[src/io_bus_defines.svh]
`ifndef IO_BUS_DEFINES_SVH
`define IO_BUS_DEFINES_SVH

// Address split for parity
`define ADDR_HI_MSB          35
`define ADDR_HI_LSB          24
`define ADDR_LO_MSB          23
`define ADDR_LO_LSB          3
// Widths
`define REQ_CODE_W           5
`define RESP_CODE_W          3
`define DATA_W               64
`define CHECK_W              8
// Delay from bus reset to delayed processor reset, in bus clocks
`define CPU_RESET_DELAY      8
`define CPU_RESET_CNT_W      4
// Response code idle value (active-low wires all high)
`define RESP_IDLE_N          3'h7

`endif

[src/io_bus_pkg.sv]
package io_bus_pkg;
  typedef logic [35:3] bus_addr_t;
  typedef logic [4:0]  req_code_t;
  typedef logic [2:0]  resp_code_t;
  typedef logic [63:0] data_word_t;
  typedef logic [7:0]  check_t;

  // Parity: even convention, so parity bit is XOR of the group
  function automatic logic even_par_addr_hi(input bus_addr_t a);
    even_par_addr_hi = ^a[35:24];
  endfunction : even_par_addr_hi

  function automatic logic even_par_addr_lo(input bus_addr_t a);
    even_par_addr_lo = ^a[23:3];
  endfunction : even_par_addr_lo

  // ECC check bits: simple per-byte parity over each data byte
  function automatic check_t data_check(input data_word_t d);
    check_t c;
    c = 8'h00;
    for (int i = 0; i < 8; i++) begin
      c[i] = ^d[i*8 +: 8];
    end
    data_check = c;
  endfunction : data_check
endpackage : io_bus_pkg

[src/io_bus_if.sv]
`timescale 1ns/100ps
// Shared bus wires; all active-low signals are carried in their wire sense.
interface io_bus_if;
  // Request group
  logic                   request_address_strobe_n;
  io_bus_pkg::bus_addr_t  addr;
  logic [1:0]             address_parity_bits_n;
  io_bus_pkg::req_code_t  req_code_n;
  logic                   request_parity_n;
  logic                   address_parity_fault_n;
  // Arbitration
  logic                   block_next_request_n;
  logic                   priority_agent_request_n;
  logic                   lock_n;
  // Snoop and response
  logic                   snoop_clean_hit_n;
  logic                   snoop_dirty_hit_n;
  logic                   postpone_n;
  io_bus_pkg::resp_code_t response_code_n;
  logic                   response_parity_n;
  logic                   target_ready_n;
  // Data
  logic                   data_bus_hold_n;
  logic                   data_valid_n;
  io_bus_pkg::data_word_t data;
  io_bus_pkg::check_t     data_check_bits_n;
  logic                   bus_data_fault_n;
  // Reset and power
  logic                   bus_reset_n;
  logic                   delayed_cpu_reset_n;
  logic                   carrier_power_ok;
  logic                   system_power_ok;

  // Bridge end: issues requests, drives reset and power-good
  modport bridge (
    output request_address_strobe_n, addr, address_parity_bits_n,
           req_code_n, request_parity_n, lock_n, bus_reset_n,
           delayed_cpu_reset_n, carrier_power_ok, system_power_ok,
    input  address_parity_fault_n, block_next_request_n,
           priority_agent_request_n, snoop_clean_hit_n, snoop_dirty_hit_n,
           postpone_n, response_code_n, response_parity_n, target_ready_n,
           data_bus_hold_n, data_valid_n, data, data_check_bits_n,
           bus_data_fault_n
  );
  // Controller end: checks requests, snoops, responds, supplies data
  modport controller (
    input  request_address_strobe_n, addr, address_parity_bits_n,
           req_code_n, request_parity_n, lock_n, bus_reset_n,
           delayed_cpu_reset_n, carrier_power_ok, system_power_ok,
    output address_parity_fault_n, block_next_request_n,
           priority_agent_request_n, snoop_clean_hit_n, snoop_dirty_hit_n,
           postpone_n, response_code_n, response_parity_n, target_ready_n,
           data_bus_hold_n, data_valid_n, data, data_check_bits_n,
           bus_data_fault_n
  );
endinterface : io_bus_if

[src/io_bridge_agent.sv]
`timescale 1ns/100ps
`include "io_bus_defines.svh"
// Function
// - Strobe only in first request cycle
// - Address parity: hi 35-24, lo 23-3
// - Flag parity fault on address/request mismatch
// - Request parity over strobe and code[3:0]
// - Response parity over response code
// - Hold new requests while blocked
// - Priority agent owns request bus next
// - Cycle one type, cycle two size/length
// - Hold data bus across multi-cycle transfer
// - Data-valid only in transfer cycles
// - Postpone when in-order completion impossible
// - Clean hit for unmodified copy
// - Dirty hit, then supply the line
// - Both hits together extend snoop window
// - Atomic signal held across whole sequence
// - Target-ready marks valid response cycle
// - Delayed processor reset eight clocks later
// - Only primary bridge drives bus reset
// - All bus signals on clock rising edge
// - Carrier power-good drops on panel reset
// - System power-good low until supplies good
// - 64 data plus 8 check bits
module io_bridge_agent #(
  parameter int RESET_DELAY = `CPU_RESET_DELAY
) (
  // Clock and reset
  input  wire logic                   clk_sys,
  input  wire logic                   reset,
  // Power and reset inputs (pins)
  input  wire logic                   panel_reset_req,
  input  wire logic                   supplies_ok,
  input  wire logic                   bus_reset_req,
  // Request port
  input  wire logic                   req_valid,
  input  wire io_bus_pkg::bus_addr_t  req_addr,
  input  wire io_bus_pkg::req_code_t  req_type,
  input  wire io_bus_pkg::req_code_t  req_size_len,
  input  wire logic                   req_atomic,
  output logic                        req_ready,
  // Completion port
  output logic                        resp_valid,
  output io_bus_pkg::resp_code_t      resp_code,
  output logic                        resp_parity_bad,
  output logic                        resp_postponed,
  output logic                        rd_valid,
  output io_bus_pkg::data_word_t      rd_data,
  output logic                        rd_check_bad,
  output logic                        parity_fault_seen,
  // Bus
  io_bus_if.bridge                    bus
);
  typedef enum logic [1:0] {REQ_IDLE, REQ_SECOND} req_state_t;

  // Pin synchronisers
  logic [2:0] pin_meta_reg, pin_sync_reg;
  always_ff @(posedge clk_sys or posedge reset) begin
    if (reset) begin
      pin_meta_reg <= 3'h0;
      pin_sync_reg <= 3'h0;
    end else begin
      pin_meta_reg <= {panel_reset_req, supplies_ok, bus_reset_req};
      pin_sync_reg <= pin_meta_reg;
    end
  end
  wire panel_rst_s = pin_sync_reg[2];
  wire supplies_s  = pin_sync_reg[1];
  wire bus_rst_s   = pin_sync_reg[0];

  // Reset and power-good sequencing
  logic                          bus_reset_n_reg, bus_reset_n_next;
  logic [`CPU_RESET_CNT_W-1:0]   rst_cnt_reg, rst_cnt_next;
  logic                          cpu_rst_n_reg, cpu_rst_n_next;
  logic                          carrier_ok_reg, carrier_ok_next;
  logic                          sys_ok_reg, sys_ok_next;
  always_comb begin
    sys_ok_next      = supplies_s;
    carrier_ok_next  = supplies_s && !panel_rst_s;
    bus_reset_n_next = !(bus_rst_s || panel_rst_s || !supplies_s);
    rst_cnt_next     = rst_cnt_reg;
    cpu_rst_n_next   = cpu_rst_n_reg;
    if (!bus_reset_n_reg) begin
      // Count from bus reset assertion; delayed reset follows
      if (rst_cnt_reg < RESET_DELAY[`CPU_RESET_CNT_W-1:0]) begin
        rst_cnt_next = rst_cnt_reg + 1'b1;
      end
      if (rst_cnt_reg == RESET_DELAY[`CPU_RESET_CNT_W-1:0] - 1'b1) begin
        cpu_rst_n_next = 1'b0;
      end
    end else begin
      rst_cnt_next   = '0;
      cpu_rst_n_next = 1'b1;
    end
  end
  always_ff @(posedge clk_sys or posedge reset) begin
    if (reset) begin
      bus_reset_n_reg <= 1'b0;
      rst_cnt_reg     <= '0;
      cpu_rst_n_reg   <= 1'b1;
      carrier_ok_reg  <= 1'b0;
      sys_ok_reg      <= 1'b0;
    end else begin
      bus_reset_n_reg <= bus_reset_n_next;
      rst_cnt_reg     <= rst_cnt_next;
      cpu_rst_n_reg   <= cpu_rst_n_next;
      carrier_ok_reg  <= carrier_ok_next;
      sys_ok_reg      <= sys_ok_next;
    end
  end

  // Request phase
  req_state_t              st_reg, st_next;
  logic                    ads_n_reg, ads_n_next;
  io_bus_pkg::bus_addr_t   addr_reg, addr_next;
  logic [1:0]              ap_n_reg, ap_n_next;
  io_bus_pkg::req_code_t   code_n_reg, code_n_next, size_hold_reg,
                           size_hold_next;
  logic                    rp_n_reg, rp_n_next;
  logic                    lock_n_reg, lock_n_next;
  logic                    ready_reg, ready_next;
  wire blocked = !bus.block_next_request_n
              || !bus.priority_agent_request_n;
  always_comb begin
    st_next        = st_reg;
    ads_n_next     = 1'b1;
    addr_next      = addr_reg;
    ap_n_next      = ap_n_reg;
    code_n_next    = 5'h1F;
    size_hold_next = size_hold_reg;
    rp_n_next      = 1'b1;
    lock_n_next    = req_atomic ? 1'b0 : 1'b1;
    ready_next     = 1'b0;
    case (st_reg)
      REQ_IDLE: begin
        if (req_valid && !blocked && bus_reset_n_reg) begin
          st_next        = REQ_SECOND;
          ads_n_next     = 1'b0;
          addr_next      = req_addr;
          // Wire is active low: invert the even parity bit
          ap_n_next      = ~{io_bus_pkg::even_par_addr_hi(req_addr),
                             io_bus_pkg::even_par_addr_lo(req_addr)};
          code_n_next    = ~req_type;
          size_hold_next = req_size_len;
          rp_n_next      = ~(1'b1 ^ (^req_type[3:0]));
          ready_next     = 1'b1;
        end
      end
      REQ_SECOND: begin
        st_next     = REQ_IDLE;
        code_n_next = ~size_hold_reg;
        rp_n_next   = ~(^size_hold_reg[3:0]);
      end
      default: st_next = REQ_IDLE;
    endcase
  end
  always_ff @(posedge clk_sys or posedge reset) begin
    if (reset) begin
      st_reg        <= REQ_IDLE;
      ads_n_reg     <= 1'b1;
      addr_reg      <= '0;
      ap_n_reg      <= 2'h3;
      code_n_reg    <= 5'h1F;
      size_hold_reg <= '0;
      rp_n_reg      <= 1'b1;
      lock_n_reg    <= 1'b1;
      ready_reg     <= 1'b0;
    end else begin
      st_reg        <= st_next;
      ads_n_reg     <= ads_n_next;
      addr_reg      <= addr_next;
      ap_n_reg      <= ap_n_next;
      code_n_reg    <= code_n_next;
      size_hold_reg <= size_hold_next;
      rp_n_reg      <= rp_n_next;
      lock_n_reg    <= lock_n_next;
      ready_reg     <= ready_next;
    end
  end

  // Response and data capture; controller wires share this clock
  logic                    rv_reg, rv_next, rpb_reg, rpb_next, pp_reg, pp_next;
  io_bus_pkg::resp_code_t  rc_reg, rc_next;
  logic                    dv_reg, dv_next, cb_reg, cb_next, pf_reg, pf_next;
  io_bus_pkg::data_word_t  rd_reg, rd_next;
  always_comb begin
    rv_next  = !bus.target_ready_n;
    rc_next  = ~bus.response_code_n;
    rpb_next = !bus.target_ready_n &&
               ((^(~bus.response_code_n)) != !bus.response_parity_n);
    pp_next  = !bus.target_ready_n && !bus.postpone_n;
    dv_next  = !bus.data_valid_n;
    rd_next  = bus.data;
    cb_next  = !bus.data_valid_n && (io_bus_pkg::data_check(bus.data)
               != ~bus.data_check_bits_n);
    pf_next  = !bus.address_parity_fault_n;
  end
  always_ff @(posedge clk_sys or posedge reset) begin
    if (reset) begin
      rv_reg <= 1'b0; rc_reg <= '0; rpb_reg <= 1'b0; pp_reg <= 1'b0;
      dv_reg <= 1'b0; rd_reg <= '0; cb_reg <= 1'b0; pf_reg <= 1'b0;
    end else begin
      rv_reg <= rv_next; rc_reg <= rc_next; rpb_reg <= rpb_next;
      pp_reg <= pp_next; dv_reg <= dv_next; rd_reg <= rd_next;
      cb_reg <= cb_next; pf_reg <= pf_next;
    end
  end

  // Outputs straight from flip-flops
  assign req_ready                    = ready_reg;
  assign resp_valid                   = rv_reg;
  assign resp_code                    = rc_reg;
  assign resp_parity_bad              = rpb_reg;
  assign resp_postponed               = pp_reg;
  assign rd_valid                     = dv_reg;
  assign rd_data                      = rd_reg;
  assign rd_check_bad                 = cb_reg;
  assign parity_fault_seen            = pf_reg;
  assign bus.request_address_strobe_n = ads_n_reg;
  assign bus.addr                     = addr_reg;
  assign bus.address_parity_bits_n    = ap_n_reg;
  assign bus.req_code_n               = code_n_reg;
  assign bus.request_parity_n         = rp_n_reg;
  assign bus.lock_n                   = lock_n_reg;
  assign bus.bus_reset_n              = bus_reset_n_reg;
  assign bus.delayed_cpu_reset_n      = cpu_rst_n_reg;
  assign bus.carrier_power_ok         = carrier_ok_reg;
  assign bus.system_power_ok          = sys_ok_reg;
endmodule : io_bridge_agent

[src/flat_wrapper.sv]
// flat-port wrapper written by rule: the top's interface ports become plain ports
module io_bridge_agent_flat 
#(
  parameter int RESET_DELAY = `CPU_RESET_DELAY
)
  (clk_sys, reset, panel_reset_req, supplies_ok, bus_reset_req, req_valid, req_addr, req_type, req_size_len, req_atomic, req_ready, resp_valid, resp_code, resp_parity_bad, resp_postponed, rd_valid, rd_data, rd_check_bad, parity_fault_seen, bus_request_address_strobe_n, bus_addr, bus_address_parity_bits_n, bus_req_code_n, bus_request_parity_n, bus_lock_n, bus_bus_reset_n, bus_delayed_cpu_reset_n, bus_carrier_power_ok, bus_system_power_ok, bus_address_parity_fault_n, bus_block_next_request_n, bus_priority_agent_request_n, bus_snoop_clean_hit_n, bus_snoop_dirty_hit_n, bus_postpone_n, bus_response_code_n, bus_response_parity_n, bus_target_ready_n, bus_data_bus_hold_n, bus_data_valid_n, bus_data, bus_data_check_bits_n, bus_bus_data_fault_n);
  io_bus_if bus_i ();
  input  wire logic clk_sys;
  input  wire logic reset;
  input  wire logic panel_reset_req;
  input  wire logic supplies_ok;
  input  wire logic bus_reset_req;
  input  wire logic req_valid;
  input  wire io_bus_pkg::bus_addr_t req_addr;
  input  wire io_bus_pkg::req_code_t req_type;
  input  wire io_bus_pkg::req_code_t req_size_len;
  input  wire logic req_atomic;
  output logic req_ready;
  output logic resp_valid;
  output io_bus_pkg::resp_code_t resp_code;
  output logic resp_parity_bad;
  output logic resp_postponed;
  output logic rd_valid;
  output io_bus_pkg::data_word_t rd_data;
  output logic rd_check_bad;
  output logic parity_fault_seen;
  output wire logic [$bits(bus_i.request_address_strobe_n)-1:0] bus_request_address_strobe_n;
  output wire logic [$bits(bus_i.addr)-1:0] bus_addr;
  output wire logic [$bits(bus_i.address_parity_bits_n)-1:0] bus_address_parity_bits_n;
  output wire logic [$bits(bus_i.req_code_n)-1:0] bus_req_code_n;
  output wire logic [$bits(bus_i.request_parity_n)-1:0] bus_request_parity_n;
  output wire logic [$bits(bus_i.lock_n)-1:0] bus_lock_n;
  output wire logic [$bits(bus_i.bus_reset_n)-1:0] bus_bus_reset_n;
  output wire logic [$bits(bus_i.delayed_cpu_reset_n)-1:0] bus_delayed_cpu_reset_n;
  output wire logic [$bits(bus_i.carrier_power_ok)-1:0] bus_carrier_power_ok;
  output wire logic [$bits(bus_i.system_power_ok)-1:0] bus_system_power_ok;
  input wire logic [$bits(bus_i.address_parity_fault_n)-1:0] bus_address_parity_fault_n;
  input wire logic [$bits(bus_i.block_next_request_n)-1:0] bus_block_next_request_n;
  input wire logic [$bits(bus_i.priority_agent_request_n)-1:0] bus_priority_agent_request_n;
  input wire logic [$bits(bus_i.snoop_clean_hit_n)-1:0] bus_snoop_clean_hit_n;
  input wire logic [$bits(bus_i.snoop_dirty_hit_n)-1:0] bus_snoop_dirty_hit_n;
  input wire logic [$bits(bus_i.postpone_n)-1:0] bus_postpone_n;
  input wire logic [$bits(bus_i.response_code_n)-1:0] bus_response_code_n;
  input wire logic [$bits(bus_i.response_parity_n)-1:0] bus_response_parity_n;
  input wire logic [$bits(bus_i.target_ready_n)-1:0] bus_target_ready_n;
  input wire logic [$bits(bus_i.data_bus_hold_n)-1:0] bus_data_bus_hold_n;
  input wire logic [$bits(bus_i.data_valid_n)-1:0] bus_data_valid_n;
  input wire logic [$bits(bus_i.data)-1:0] bus_data;
  input wire logic [$bits(bus_i.data_check_bits_n)-1:0] bus_data_check_bits_n;
  input wire logic [$bits(bus_i.bus_data_fault_n)-1:0] bus_bus_data_fault_n;
  assign bus_request_address_strobe_n = bus_i.request_address_strobe_n;
  assign bus_addr = bus_i.addr;
  assign bus_address_parity_bits_n = bus_i.address_parity_bits_n;
  assign bus_req_code_n = bus_i.req_code_n;
  assign bus_request_parity_n = bus_i.request_parity_n;
  assign bus_lock_n = bus_i.lock_n;
  assign bus_bus_reset_n = bus_i.bus_reset_n;
  assign bus_delayed_cpu_reset_n = bus_i.delayed_cpu_reset_n;
  assign bus_carrier_power_ok = bus_i.carrier_power_ok;
  assign bus_system_power_ok = bus_i.system_power_ok;
  assign bus_i.address_parity_fault_n = bus_address_parity_fault_n;
  assign bus_i.block_next_request_n = bus_block_next_request_n;
  assign bus_i.priority_agent_request_n = bus_priority_agent_request_n;
  assign bus_i.snoop_clean_hit_n = bus_snoop_clean_hit_n;
  assign bus_i.snoop_dirty_hit_n = bus_snoop_dirty_hit_n;
  assign bus_i.postpone_n = bus_postpone_n;
  assign bus_i.response_code_n = bus_response_code_n;
  assign bus_i.response_parity_n = bus_response_parity_n;
  assign bus_i.target_ready_n = bus_target_ready_n;
  assign bus_i.data_bus_hold_n = bus_data_bus_hold_n;
  assign bus_i.data_valid_n = bus_data_valid_n;
  assign bus_i.data = bus_data;
  assign bus_i.data_check_bits_n = bus_data_check_bits_n;
  assign bus_i.bus_data_fault_n = bus_bus_data_fault_n;
  io_bridge_agent #(.RESET_DELAY(RESET_DELAY)) u_core (.clk_sys(clk_sys), .reset(reset), .panel_reset_req(panel_reset_req), .supplies_ok(supplies_ok), .bus_reset_req(bus_reset_req), .req_valid(req_valid), .req_addr(req_addr), .req_type(req_type), .req_size_len(req_size_len), .req_atomic(req_atomic), .req_ready(req_ready), .resp_valid(resp_valid), .resp_code(resp_code), .resp_parity_bad(resp_parity_bad), .resp_postponed(resp_postponed), .rd_valid(rd_valid), .rd_data(rd_data), .rd_check_bad(rd_check_bad), .parity_fault_seen(parity_fault_seen), .bus(bus_i));
endmodule
[config.mk]
export PLATFORM = sky130hd
export DESIGN_NAME = io_bridge_agent_flat
export DESIGN_NICKNAME = d
export VERILOG_FILES = /design/src/io_bus_pkg.sv /design/src/io_bus_if.sv /design/src/io_bridge_agent.sv /design/src/flat_wrapper.sv
export VERILOG_INCLUDE_DIRS = /design/src
export SDC_FILE = /design/constraint.sdc
export NUM_CORES = 1
export LEC_CHECK = 0
export BUFFER_PORTS_ARGS = -buffer_cell sky130_fd_sc_hd__clkbuf_2
export CELL_PAD_IN_SITES_DETAIL_PLACEMENT = 1
export CELL_PAD_IN_SITES_GLOBAL_PLACEMENT = 2
export CORE_MARGIN = 5
export CORE_UTILIZATION = 25
export CTS_CLUSTER_DIAMETER = 30
export DETAILED_ROUTE_END_ITERATION = 10
export GPL_TIMING_DRIVEN = 0
export PLACE_DENSITY_LB_ADDON = 0.1
export SETUP_SLACK_MARGIN = 0.1
export SLEW_MARGIN = 20
export SYNTH_ARGS = -nofsm -noshare
export SYNTH_HDL_FRONTEND = slang
export SYNTH_SLANG_ARGS = --single-unit
export TNS_END_PERCENT = 100
[constraint.sdc]
create_clock -name clk_sys -period 3.8 [get_ports clk_sys]
set_input_delay 0.38 -clock clk_sys [delete_from_list [all_inputs] [get_ports clk_sys]]
set_output_delay 0.38 -clock clk_sys [all_outputs]
set_load 0.02 [all_outputs]
==> results of run 1 <==
## final cells by class
type,instances,share of cell area
Multi-Input combinational cell,242,0.212
Timing Repair Buffer,256,0.182
Inverter,10,0.00560
Clock buffer,18,0.0596
Buffer,8,0.00475
Clock inverter,14,0.0232
Sequential cell,137,0.467
Tap cell,270,0.0458
## through the flow
| stage | setup slack [ns] | utilization | cell area [um2] |
|---|---|---|---|
| after detailed placement | 1.79 | 0.336 | 6760 |
| after CTS | 1.84 | 0.367 | 7370 |
| after global routing | 1.66 | 0.367 | 7370 |
| final | 1.91 | 0.367 | 7370 |
| after floorplan | 1.72 | - | 5080 |
| after global placement | 0.716 | 0.332 | 6680 |
## where the power goes
part,internal (W),switching [W]
sequential,0.00162,0.0000848
clock,0.00105,0.000658
combinational,0.000353,0.000454
total,0.00303,0.00120
## Yosys cell counts (4+ instances only)
cell type                  count
sky130_fd_sc_hd__a22oi_1       6
sky130_fd_sc_hd__buf_2         4
sky130_fd_sc_hd__clkbuf_1      4
sky130_fd_sc_hd__dfrtp_1     126
sky130_fd_sc_hd__dfstp_2      11
sky130_fd_sc_hd__inv_1         9
sky130_fd_sc_hd__nand2_1     117
sky130_fd_sc_hd__nor2_1        7
sky130_fd_sc_hd__nor2b_1       4
sky130_fd_sc_hd__xnor2_1      72
sky130_fd_sc_hd__xnor3_1       7
sky130_fd_sc_hd__xor2_1       20
## worst max-delay path, cell delays in order (launching register included)
cell and delay, ns:
sky130_fd_sc_hd__dfrtp_1 0.47, sky130_fd_sc_hd__nor2b_1 0.14, sky130_fd_sc_hd__nand4_1 0.43, sky130_fd_sc_hd__inv_2 0.33, sky130_fd_sc_hd__buf_2 0.30, sky130_fd_sc_hd__nand2_1 0.09
sky130_fd_sc_hd__nand2_1 0.06
## worst max path at each step
stage,start,to,slack (ns)
after floorplan,reset,u_core.bus.addr[0]$_DFFE_PP0P_,1.72
after global placement,reset,u_core.resp_valid$_DFF_PP0_,0.72
after detailed placement,bus_data[34],u_core.rd_check_bad$_DFF_PP0_,1.79
after CTS,u_core.st_reg[0]$_DFFE_PP0P_,u_core.bus.addr[6]$_DFFE_PP0P_,1.84
after global routing,u_core.st_reg[0]$_DFFE_PP0P_,u_core.bus.addr[2]$_DFFE_PP0P_,1.66
final,u_core.st_reg[0]$_DFFE_PP0P_,u_core.bus.addr[2]$_DFFE_PP0P_,1.91
## cell families (layout without fill, tap and decap cells)
logic type                 after synthesis  count (layout)  share of synthesized area
and+or+nand+nor                        130             130                     0.0990
muxes                                    1               1                    0.00197
buffers and inverters                   18             306                     0.0143
adders and majority gates                1               1                    0.00246
DFF                                    137             137                      0.677
AOI/OAI and AO/OA                       11              11                     0.0153
xor gates and xnor gates                99              99                      0.190
## metal layers
layer / up-vias / track usage / part of all wire / routed length [um]
met1: 1834 / 0.152 / 0.38 / 5840
met2: 152 / 0.219 / 0.49 / 7620
met3: 20 / 0.0690 / 0.11 / 1660
li1: 1778 / - / - / -
met4: 2 / 0.0471 / 0.018 / 282
met5: - / 0 / 0.0011 / 17
==> summary.md, run 1 <==
The flow ran to the end, and the final reports show no timing, DRC or antenna violations. Global routing finished with a remaining overflow of 0. Counting the fill cells in the layout gives 2262. The HPWL after detailed placement is 12500 um. The starting density of the core is 0.253. Measured along the y axis, the die boundary spans 153 um. The number of antenna diodes in the final layout is 0.

Adding up every negative setup slack in the final design gives 0 ns. The smallest clock period supported by the final layout is computed as 1.89 ns. The run gives 4 as the depth of the CTS H-tree.

The critical register-to-register path endpoint is u_core.bus.addr[2]$_DFFE_PP0P_. After the flow finishes, the layout carries non-filler instances totaling 955. In the layout the commonest cells are sky130_fd_sc_hd__clkbuf_2 (252), sky130_fd_sc_hd__dfrtp_1 (126), sky130_fd_sc_hd__nand2_1 (117). Once detail routing completed, the nets flagged for antenna violations numbered 0.

Entering global routing, the biggest net connects 33 pins. Gates resized during post-CTS repair numbered 0. Measured along the x axis, the die boundary spans 153 um. Number of placed instances with taps included: 923.

For this run, the leading register cell type out of synthesis is sky130_fd_sc_hd__dfrtp_1. The logs give 4.15 ns for the required time at the endpoint of the critical path and 137 for the clock sink count. In this run the static leakage power is 3.83 nW. The logs give 20100 um2 for the placeable core region and 534 for the net count of the mapped netlist.

The routed wire length was 15400 um; the number of instances in the synthesized netlist was 397. The number of global-route vias before repair came out at 4378. For the sequential share of the synthesized area, the log shows 0.677. The clock transition at the registers of the reported paths is 0.06 ns. For this run, the number of Yosys warnings is 0. The logs give 0 for the max-slew violation total from the final report and 0 for the hold-fix buffer count after cts.

Across the run, the number of max-cap violations was 0. For the worst flop-to-flop path, the logic depth is 6. For the worst setup path, the data arrival time is 2.24 ns. The die covers 23300 um2.

The register with the most flip-flops in the layout has 64 of them. The share of the cycle needed by the critical path after routing came out at 0.497. The tools report the final count of hold timing violations as 0. For this design the top-level I/O count stands at 257. The synthesized area per cell was 12.8 um2.

The congestion estimate from routability-driven global placement came to 0.745. The async set or reset register ratio after synthesis was 1.00. The net count of the finished layout is 809, and the total CTS buffers is 17. The class of the most critical setup path is reg2reg.

Relative to the synthesized area, the layout overhead comes to 45.1%. Port buffering added 252 buffers. The routed layout has 3786 vias. The first global-routing pass estimated 24300 um of wire.

The first detailed-routing pass ran for 4 iterations. The design draws 0.00423 W. The number of DRC violations after detailed-routing iteration 0 came out at 70. The cell area power density works out to 573 nW/um2. TritonCTS built the clock tree.

Leaving out fill and tap cells, the most frequent cell in the layout is sky130_fd_sc_hd__clkbuf_2. Final hold analysis gives a worst-case slack of 0.0275 ns. The worst setup path is launched from a flip-flop. The longest clock path from root to sink contains 2 buffers.

The clock reaches the later pin of the worst-skew pair after 0.42 ns. Counting distinct cell types in the post-synthesis netlist gives 22. In the routed design, unresolved DRC markers number 0. Derived from the worst setup path, the maximum achievable clock frequency is 0.530 GHz.

In this run the register-to-register setup slack is 1.91 ns. In this run the worst path has a maximum fanout of 10. Cell taking the most area after synthesis: sky130_fd_sc_hd__dfrtp_1. Initial antenna violation count: 1.

At the pin with the least slew margin, the transition time is 0.601 ns. Clock tree synthesis selected as its root buffer the cell sky130_fd_sc_hd__clkbuf_16. Summing all multi-input logic gate instances after layout gives 1570 um2. The worst slew margin relative to its limit came out at 0.599. Between clock sinks in the finished design, the worst skew comes to 0.00856 ns. The fraction of layout instances using a drive strength above 1 was 0.445.

After floorplanning, the core was divided into 52 placement rows. Setup violations remaining at the end of the flow were counted as 0. After synthesis the netlist holds a flip-flop and latch count of 137.

The type of element capturing the critical path was a flip-flop. Dividing the detail-routed via count by the number of cells gives 3.96. Sequential cell area: 3440 um2. After detailed routing, the average wire length per cell comes to 16.1 um. The worst register-to-register path begins at u_core.st_reg[0]$_DFFE_PP0P_. Summing every instance area after synthesis gives 5080 um2. The top-area cell type share of the netlist area was 0.621; the maximum resistive drop on vdd was 0.277 mV. Setup repair after global routing left no endpoint under its margin.

The number of enable flip-flop cells after synthesis works out to 0. Ranked by total cell area, the synthesized netlist is headed by sky130_fd_sc_hd__dfrtp_1 (62%), sky130_fd_sc_hd__xnor2_1 (12%), sky130_fd_sc_hd__nand2_1 (8.6%). The min-delay analysis places its worst path in the category in2async.

The overall global routing resource usage is 0.134, and the number of setup buffers added after CTS is 0.
Note: power is estimated with default switching activity, not from simulation.
==> inputs of run 2 (changes only) <==
--- a/config.mk
+++ b/config.mk
@@ -10,7 +10,7 @@
 export CELL_PAD_IN_SITES_DETAIL_PLACEMENT = 1
 export CELL_PAD_IN_SITES_GLOBAL_PLACEMENT = 2
 export CORE_MARGIN = 5
-export CORE_UTILIZATION = 25
+export CORE_UTILIZATION = 27
 export CTS_CLUSTER_DIAMETER = 30
 export DETAILED_ROUTE_END_ITERATION = 10
 export GPL_TIMING_DRIVEN = 0
==> constraint.sdc (replaced) <==
create_clock -name clk_sys -period 1.85 [get_ports clk_sys]
set_input_delay 0.185 -clock clk_sys [delete_from_list [all_inputs] [get_ports clk_sys]]
set_output_delay 0.185 -clock clk_sys [all_outputs]
set_load 0.02 [all_outputs]
==> run 2 against run 1 <==
Worst setup slack worse by 1.7 ns. Via count up 12%. Wire length up 6.1%. Core utilization up 9.2 points. Non-clock buffer count up 119. Critical path type is now in2reg. Critical endpoint is now u_core.rd_check_bad$_DFF_PP0_.
==> summary.md, run 2 (synthesis results as in run 1) <==
The run finished with clean final reports. The clock insertion delay at the later pin of the skew report was 0.41 ns (about the same); the cell area power density was 1040 nW/um2 (+81%). Remaining number of nets flagged by the antenna check after routing: 0 (unchanged). The number of cells on the worst reg-to-reg path was 7 (+1); the minimum clock period after layout was 1.61 ns. Type of element capturing the critical path: a flip-flop.

The count of boundary I/O pins was 257 (unchanged). The number of inserted filler cells in the final layout is 2073 (-8.4%), and the die boundary height is 147 um (-3.5%). The worst slew margin relative to its limit came out at 0.560 (-0.0389).

The logs give 4.35 nW (+13%) for the leakage component of the power and 137 (unchanged) for the clock sink count. The run gives 5048 (+15%) as the number of global-route vias before repair. The arrival time of the worst setup path came out at 1.88 ns (-0.36 ns).

Number of input and output port buffers inserted: 252 (unchanged). The final count of hold timing violations is 0 (unchanged). The run gives 0.212 (+0.021) as the combinational fraction of design power.

Setup repair after global routing left no endpoint under its margin. The required time at the endpoint of the critical path came out at 2.12 ns (-2.03 ns). The library cells used most frequently in the layout, excluding fill and tap cells, are sky130_fd_sc_hd__clkbuf_2 (252), sky130_fd_sc_hd__dfrtp_1 (126), sky130_fd_sc_hd__nand2_1 (117).

The floorplan die area was 21700 um2 (-6.9%); the max-slew violation total from the final report was 0 (unchanged). The min-delay analysis places its worst path in the category in2reg. The maximum number of pins on one net before global-route repair is 31 (-6.1%).

For the tightest hold margin, the log shows 0.0300 ns (+0.00249 ns). The run gives 0 (unchanged) as the total of max-cap violations. The tools report the source of the worst register-to-register timing path as u_core.st_reg[0]$_DFFE_PP0P_. The run gives 50 (-3.8%) as the placement row count. The worst hold path depth is 3. The class of the most critical setup path is in2reg. The fraction of layout instances using a drive strength above 1 was 0.384 (-0.0609). The number of flip-flops under the largest register name is 64 (unchanged). Last weighted congestion value of the routability-driven placer: 0.737 (-0.99%).

Number of DRC violations after detailed-routing iteration 0: 101 (+44%). Count of endpoints failing setup in the final report: 0 (unchanged). The logs give 0.621 GHz for the upper clock frequency limit and 0.596 mV (+120%) for the maximum resistive drop on vdd. In this run the critical register-to-register path is captured at u_core.bus.addr[9]$_DFFE_PP0P_. The number of detailed-routing iterations run before antenna repair came out at 4 (unchanged).

The synthesis-to-layout area growth works out to 68.2%. The worst reg-to-reg setup slack came out at 0.33 ns (-1.58 ns). The tools report the wire length of the first global-routing pass as 26500 um (+9.0%). Leaving out fill and tap cells, the most frequent cell in the layout is sky130_fd_sc_hd__clkbuf_2.

The slew of the pin with the lowest slew margin works out to 0.659 ns (+0.0582 ns). The tools report the number of cells in the finished layout apart from fillers as 1038 (+8.7%). Type of element launching the critical path: an input port.

The relative contribution of the clock network to total power is 0.392 (-0.013). The clock transition at the registers of the reported paths is 0.06 ns (about the same), and the width of the die is 147 um (-3.5%). Maximum fanout along the worst path: 2 (-8).

The routed wirelength normalized by instance count works out to 15.8 um (-2.4%). TritonCTS built the clock tree. The depth of the CTS H-tree was 4 (unchanged); the power dissipated by switching net loads was 0.00251 W (+110%).

The net count of the finished layout was 928 (+15%). The worst-case clock buffer depth came out at 2 (unchanged). The detailed placer's ending HPWL is 12000 um (-3.7%), and the starting density of the core is 0.273 (+0.0198). The number of vias per cell after detailed routing was 4.08 (+2.8%).

The number of design rule violations left after detail routing came out at 0 (unchanged). The number of diodes is 0 (unchanged), and the cell-internal power is 0.00636 W (+110%). The power after layout came out at 0.00887 W (+110%). The via count was 4232 (+12%). The terminating pin of the worst hold path is u_core.bus.addr[24]$_DFFE_PP0P_.

The number of placed instances with taps included is 888 (-3.8%). The total CTS buffers was 17 (unchanged). The share of the cycle needed by the critical path after routing is 0.870. The run gives 0 (-1) as the initial antenna violation count. The remaining global-route overflow was 0 (unchanged); the share of total power in sequential cells was 0.396 (-0.008). In this run the most critical hold path is launched from req_addr[24]. The run gives 18600 um2 (-7.3%) as the placeable core region.

The overall global routing resource usage was 0.157 (+0.0224). The routed wire length came out at 16400 um (+6.1%). The tree is rooted in a sky130_fd_sc_hd__clkbuf_16. The largest clock skew in the final design was 0.00754 ns (-0.00102 ns); the switching portion of total power was 0.283 (about the same).
## run 2: power groups by stage
stage	Sequential, W	Clock [W]	Combinational (W)
3_5_place_dp	0.00357	0	0.00171
4_1_cts	0.00352	0.00359	0.00191
2_1_floorplan	0.00386	0	0.000727
5_1_grt	0.00356	0.00374	0.00208
3_3_place_gp	0.00356	0	0.00165
6_report	0.00351	0.00348	0.00188
## run 2: layer usage
layer | global-route usage | vias to the layer above | part of all wire
met2 | 0.273 | 176 | 0.50
met1 | 0.168 | 2016 | 0.38
met4 | 0.0429 | 0 | 0.0096
met3 | 0.0799 | 12 | 0.11
met5 | 0 | - | 0
li1 | - | 2028 | -
## run 2: cell type report
type | count | area (um2) | share of cell area
clock inverter | 14 | 173 | 0.0202
buffer | 8 | 35.0 | 0.00410
timing repair buffer | 375 | 2550 | 0.299
multi-input combinational | 242 | 1580 | 0.185
sequential | 137 | 3440 | 0.403
tap | 234 | 293 | 0.0343
inverter | 10 | 41.3 | 0.00483
clock buffer | 18 | 429 | 0.0502
## run 2: how the worst max path moves through the flow
stage / from / depth (start not counted) / slack (ns) / endpoint
floorplan: reset / 1 / -0.03 / u_core.bus.addr[0]$_DFFE_PP0P_
detailed placement: bus_data[34] / 6 / -0.009 / u_core.rd_check_bad$_DFF_PP0_
finish: bus_data[50] / 7 / 0.24 / u_core.rd_check_bad$_DFF_PP0_
global placement: reset / 2 / -1.05 / u_core.bus.addr[30]$_DFFE_PP0P_
CTS: bus_data[47] / 7 / 0.11 / u_core.rd_check_bad$_DFF_PP0_
global route: bus_data[47] / 7 / 0.11 / u_core.rd_check_bad$_DFF_PP0_
## run 2: repair_timing
item | CTS | global route
gates cloned | 0 | 0
endpoints found under the hold margin | 142 | 0
hold buffers | 116 | 0
pin swaps | 1 | 0
resized for setup | 0 | 2
buffers inserted | 2 | 0
setup endpoints to repair | 39 | 2
## run 2: through the flow
stage	cell area [um2]	setup TNS [ns]	setup slack, ns	util
final	8550	0	0.240	0.458
after global routing	8550	0	0.113	0.458
after CTS	8530	0	0.115	0.458
after detailed placement	6750	-0.00905	-0.00905	0.362
after global placement	6640	-135.43	-1.05	0.356
after floorplan	5080	-4.18	-0.0332	-
## run 2: critical path, stage by stage
cell and delay [ns]:
sky130_fd_sc_hd__dlygate4sd3_1 0.56, sky130_fd_sc_hd__clkbuf_2 0.13, sky130_fd_sc_hd__xor2_1 0.15, sky130_fd_sc_hd__xnor3_1 0.43, sky130_fd_sc_hd__xnor2_1 0.14, sky130_fd_sc_hd__nor2_1 0.15
sky130_fd_sc_hd__a41oi_1 0.13
==> inputs of run 3 (changes only) <==
--- a/config.mk
+++ b/config.mk
@@ -14,7 +14,8 @@
 export CTS_CLUSTER_DIAMETER = 30
 export DETAILED_ROUTE_END_ITERATION = 10
 export GPL_TIMING_DRIVEN = 0
-export PLACE_DENSITY_LB_ADDON = 0.1
+export HOLD_SLACK_MARGIN = 0.08
+export PLACE_DENSITY_LB_ADDON = 0.15
 export SETUP_SLACK_MARGIN = 0.1
 export SLEW_MARGIN = 20
 export SYNTH_ARGS = -nofsm -noshare
==> run 3 against run 2 <==
Hold slack improved by 0.16 ns. Design area increased by 0.44%. Largest power group unchanged. First-iteration DRC count decreased by 24%. Wire length increased by 0.83%. Worst setup slack improved by 0.012 ns. Global-route usage increased by 0.17 points. Largest cell class unchanged. Combinational power about the same. Cell count increased by 0.39%. Via count increased by 0.87%.
==> summary.md, run 3 (synthesis results as in run 1) <==
The run finished with clean final reports. Net count of the finished layout: 932 (+0.43%). The run gives 0.00644 ns (-0.00110 ns) as the largest clock skew in the final design.

The cell at the root of the clock tree was sky130_fd_sc_hd__clkbuf_16. The tools report the number of diodes as 0 (unchanged). STA classifies the critical path endpoint as a flip-flop. The detailed placer's ending HPWL came out at 12100 um (+1.1%). The busiest metal layer after global routing is met2.

The power dissipated by switching net loads was 0.00255 W (+1.6%); the leakage component of the power was 4.36 nW (+0.28%). The number of global-route vias before repair came out at 5073 (+0.50%). The switching portion of total power is 0.289 (+0.00555), and the worst slew margin relative to its limit is 0.616 (+0.0559). The tools report the initial antenna violation count as 0 (unchanged). The slew of the pin with the lowest slew margin was 0.575 ns (-0.0837 ns); the clock insertion delay at the later pin of the skew report was 0.41 ns (about the same). Tightest hold margin: 0.192 ns (+0.162 ns).

The type of the worst min-delay path is in2reg. In the layout the commonest cells are sky130_fd_sc_hd__clkbuf_2 (252), sky130_fd_sc_hd__dfrtp_1 (126), sky130_fd_sc_hd__dlygate4sd3_1 (120). The floorplan die area was 21700 um2 (unchanged); the number of vias per cell after detailed routing was 4.10 (+0.49%).

The upper clock frequency limit was 0.626 GHz (+0.75%); the depth of the CTS H-tree was 4 (unchanged). The tools report the number of inserted filler cells in the final layout as 2026 (-2.3%). The routed wirelength normalized by instance count works out to 15.8 um (+0.44%). Overall global routing resource usage: 0.158 (+0.00175). The width of the die came out at 147 um (unchanged). For the remaining number of nets flagged by the antenna check after routing, the log shows 0 (unchanged). The number of DRC violations after detailed-routing iteration 0 came out at 77 (-24%). The clock transition at the registers of the reported paths was 0.06 ns (about the same); the minimum clock period after layout was 1.60 ns (-0.0120 ns). The tools report the cell-internal power as 0.00629 W (-1.1%). The number of input and output port buffers inserted works out to 252 (unchanged). The routing usage on met1 was 0.172 (+0.00426). The starting density of the core was 0.273 (unchanged); the maximum number of pins on one net before global-route repair was 29 (-6.5%). The max-slew violation total from the final report was 0 (unchanged); the core utilization of the finished layout was 0.460 (+0.00201). The met3 routing resource usage after global routing was 0.0777 (-0.00216). The total negative setup slack was 0 ns (unchanged); the worst-case clock buffer depth was 2 (unchanged). The placement row count is 50 (unchanged). The critical path in this run is classified as in2reg.

TritonCTS built the clock tree. The number of design rule violations left after detail routing is 0 (unchanged), and the share of total power in sequential cells is 0.397 (about the same). For the final count of hold timing violations, the log shows 0 (unchanged). The run gives 0.754 (+2.2%) as the last weighted congestion value of the routability-driven placer. The total CTS buffers came out at 17 (unchanged). The run gives 4 (unchanged) as the number of detailed-routing iterations run before antenna repair. The fraction of layout instances using a drive strength above 1 was 0.384 (-0.000665). The die boundary height was 147 um (unchanged); the total of max-cap violations was 0 (unchanged). Power after layout: 0.00884 W (-0.37%). Maximum fanout along the worst path: 2 (unchanged).

Type of element launching the critical path: an input port. The share of the cycle needed by the critical path after routing was 0.864 (-0.00650); the required time at the endpoint of the critical path was 2.12 ns (about the same). The synthesis-to-layout area growth is 68.9%. Placeable core region: 18600 um2 (unchanged). For the cell area after layout, the log shows 8580 um2 (+0.44%). The tools report the remaining global-route overflow as 0 (unchanged). The routed wire length is 16500 um (+0.83%), and the number of flip-flops under the largest register name is 64 (unchanged).

The cell area power density is 1030 nW/um2 (-0.80%), and the via count is 4269 (+0.87%). For the total cell area at the placement stage, the log shows 6750 um2 (unchanged). The logs give 0.389 (-0.003) for the relative contribution of the clock network to total power and 257 (unchanged) for the count of boundary I/O pins. Peak per-stage delay on the critical path: 0.55 ns (about the same).

The routing usage on met2 was 0.269 (-0.00415). For the combinational fraction of design power, the log shows 0.214 (+0.002). Wire length of the first global-routing pass: 26800 um (+1.3%). Setup repair after global routing left no endpoint under its margin. Clock sink count: 137 (unchanged). Cell with the largest stage delay on the worst path: sky130_fd_sc_hd__dlygate4sd3_1. Leaving out fill and tap cells, the most frequent cell in the layout is sky130_fd_sc_hd__clkbuf_2. The arrival time of the worst setup path is 1.87 ns (about the same), and the count of endpoints failing setup in the final report is 0 (unchanged).

The signal on the critical path passes through dlygate4sd3_1 > clkbuf_2 > xor2_1 > xnor3_1 > xnor2_1 > nor2_1 > a41oi_1. The maximum resistive drop on vdd was 0.602 mV (+0.98%).
## run 3: changes by cell type in the layout (fill, tap and decap cells not counted), sizes merged
cell         change
clkinvlp         +1
dlygate4sd3      +4
clkinv           -4
bufinv           -1
inv              +4
## run 3: final cells by class
| cell class | instances | area [um2] | area share |
|---|---|---|---|
| flip-flops and latches | 137 | 3440 | 0.401 |
| plain buffers | 8 | 35.0 | 0.00408 |
| repair buffers | 379 | 2590 | 0.302 |
| multi-input cells | 242 | 1580 | 0.184 |
| inverters | 10 | 41.3 | 0.00481 |
| clock inverters | 14 | 160 | 0.0187 |
| clock buffers | 18 | 439 | 0.0512 |
| well taps | 234 | 293 | 0.0341 |
## run 3: final timing paths
| path | start | endpoint | slack, ns | cells after the start |
|---|---|---|---|---|
| min in group asynchronous | reset | u_core.rd_data[59]$_DFF_PP0_ | 0.38 | 3 |
| min | bus_block_next_request_n | u_core.bus.address_parity_bits_n[0]$_DFFE_PP1P_ | 0.19 | 4 |
| min reg2reg | u_core.pin_meta_reg[2]$_DFF_PP0_ | u_core.pin_sync_reg[2]$_DFF_PP0_ | 0.35 | 0 |
| max in group asynchronous | reset | u_core.bus.req_code_n[2]$_DFF_PP1_ | 0.66 | 5 |
| max | bus_data[50] | u_core.rd_check_bad$_DFF_PP0_ | 0.25 | 7 |
| max reg2reg | u_core.st_reg[0]$_DFFE_PP0P_ | u_core.bus.addr[18]$_DFFE_PP0P_ | 0.31 | 7 |
## run 3: timing repair
action,in CTS,in global routing
pin swaps,1,0
setup endpoints to repair,39,2
hold buffers,120,0
hold endpoints to repair,140,0
setup buffers,2,0
gates resized for setup,0,2
## run 3: layer usage
metal  up-vias  share of wire
met4         0          0.018
met2       170           0.50
met1      2049           0.37
li1       2028              -
met3        22           0.11
met5         -              0
## run 3: stage by stage
step | setup WS, ns | std cells
floorplan | -0.0332 | 397
global placement | -0.981 | 883
detailed placement | -0.00111 | 888
CTS | 0.116 | 1042
global route | 0.169 | 1042
finish | 0.252 | 1042
## run 3: power by group through the flow
stage	Sequential [W]	Combinational [W]	Clock [W]
5_1_grt	0.00355	0.00207	0.00368
3_5_place_dp	0.00357	0.00171	0
4_1_cts	0.00352	0.00191	0.00357
3_3_place_gp	0.00356	0.00165	0
6_report	0.00351	0.00189	0.00344
2_1_floorplan	0.00386	0.000727	0
## run 3: critical path: cells and delay by family
| kind | cells | cell delay, ns |
|---|---|---|
| buffers and inverters | 2 | 0.68 |
| AND/OR/NAND/NOR | 1 | 0.14 |
| AO/OA/AOI/OAI | 1 | 0.12 |
| XOR/XNOR | 3 | 0.74 |
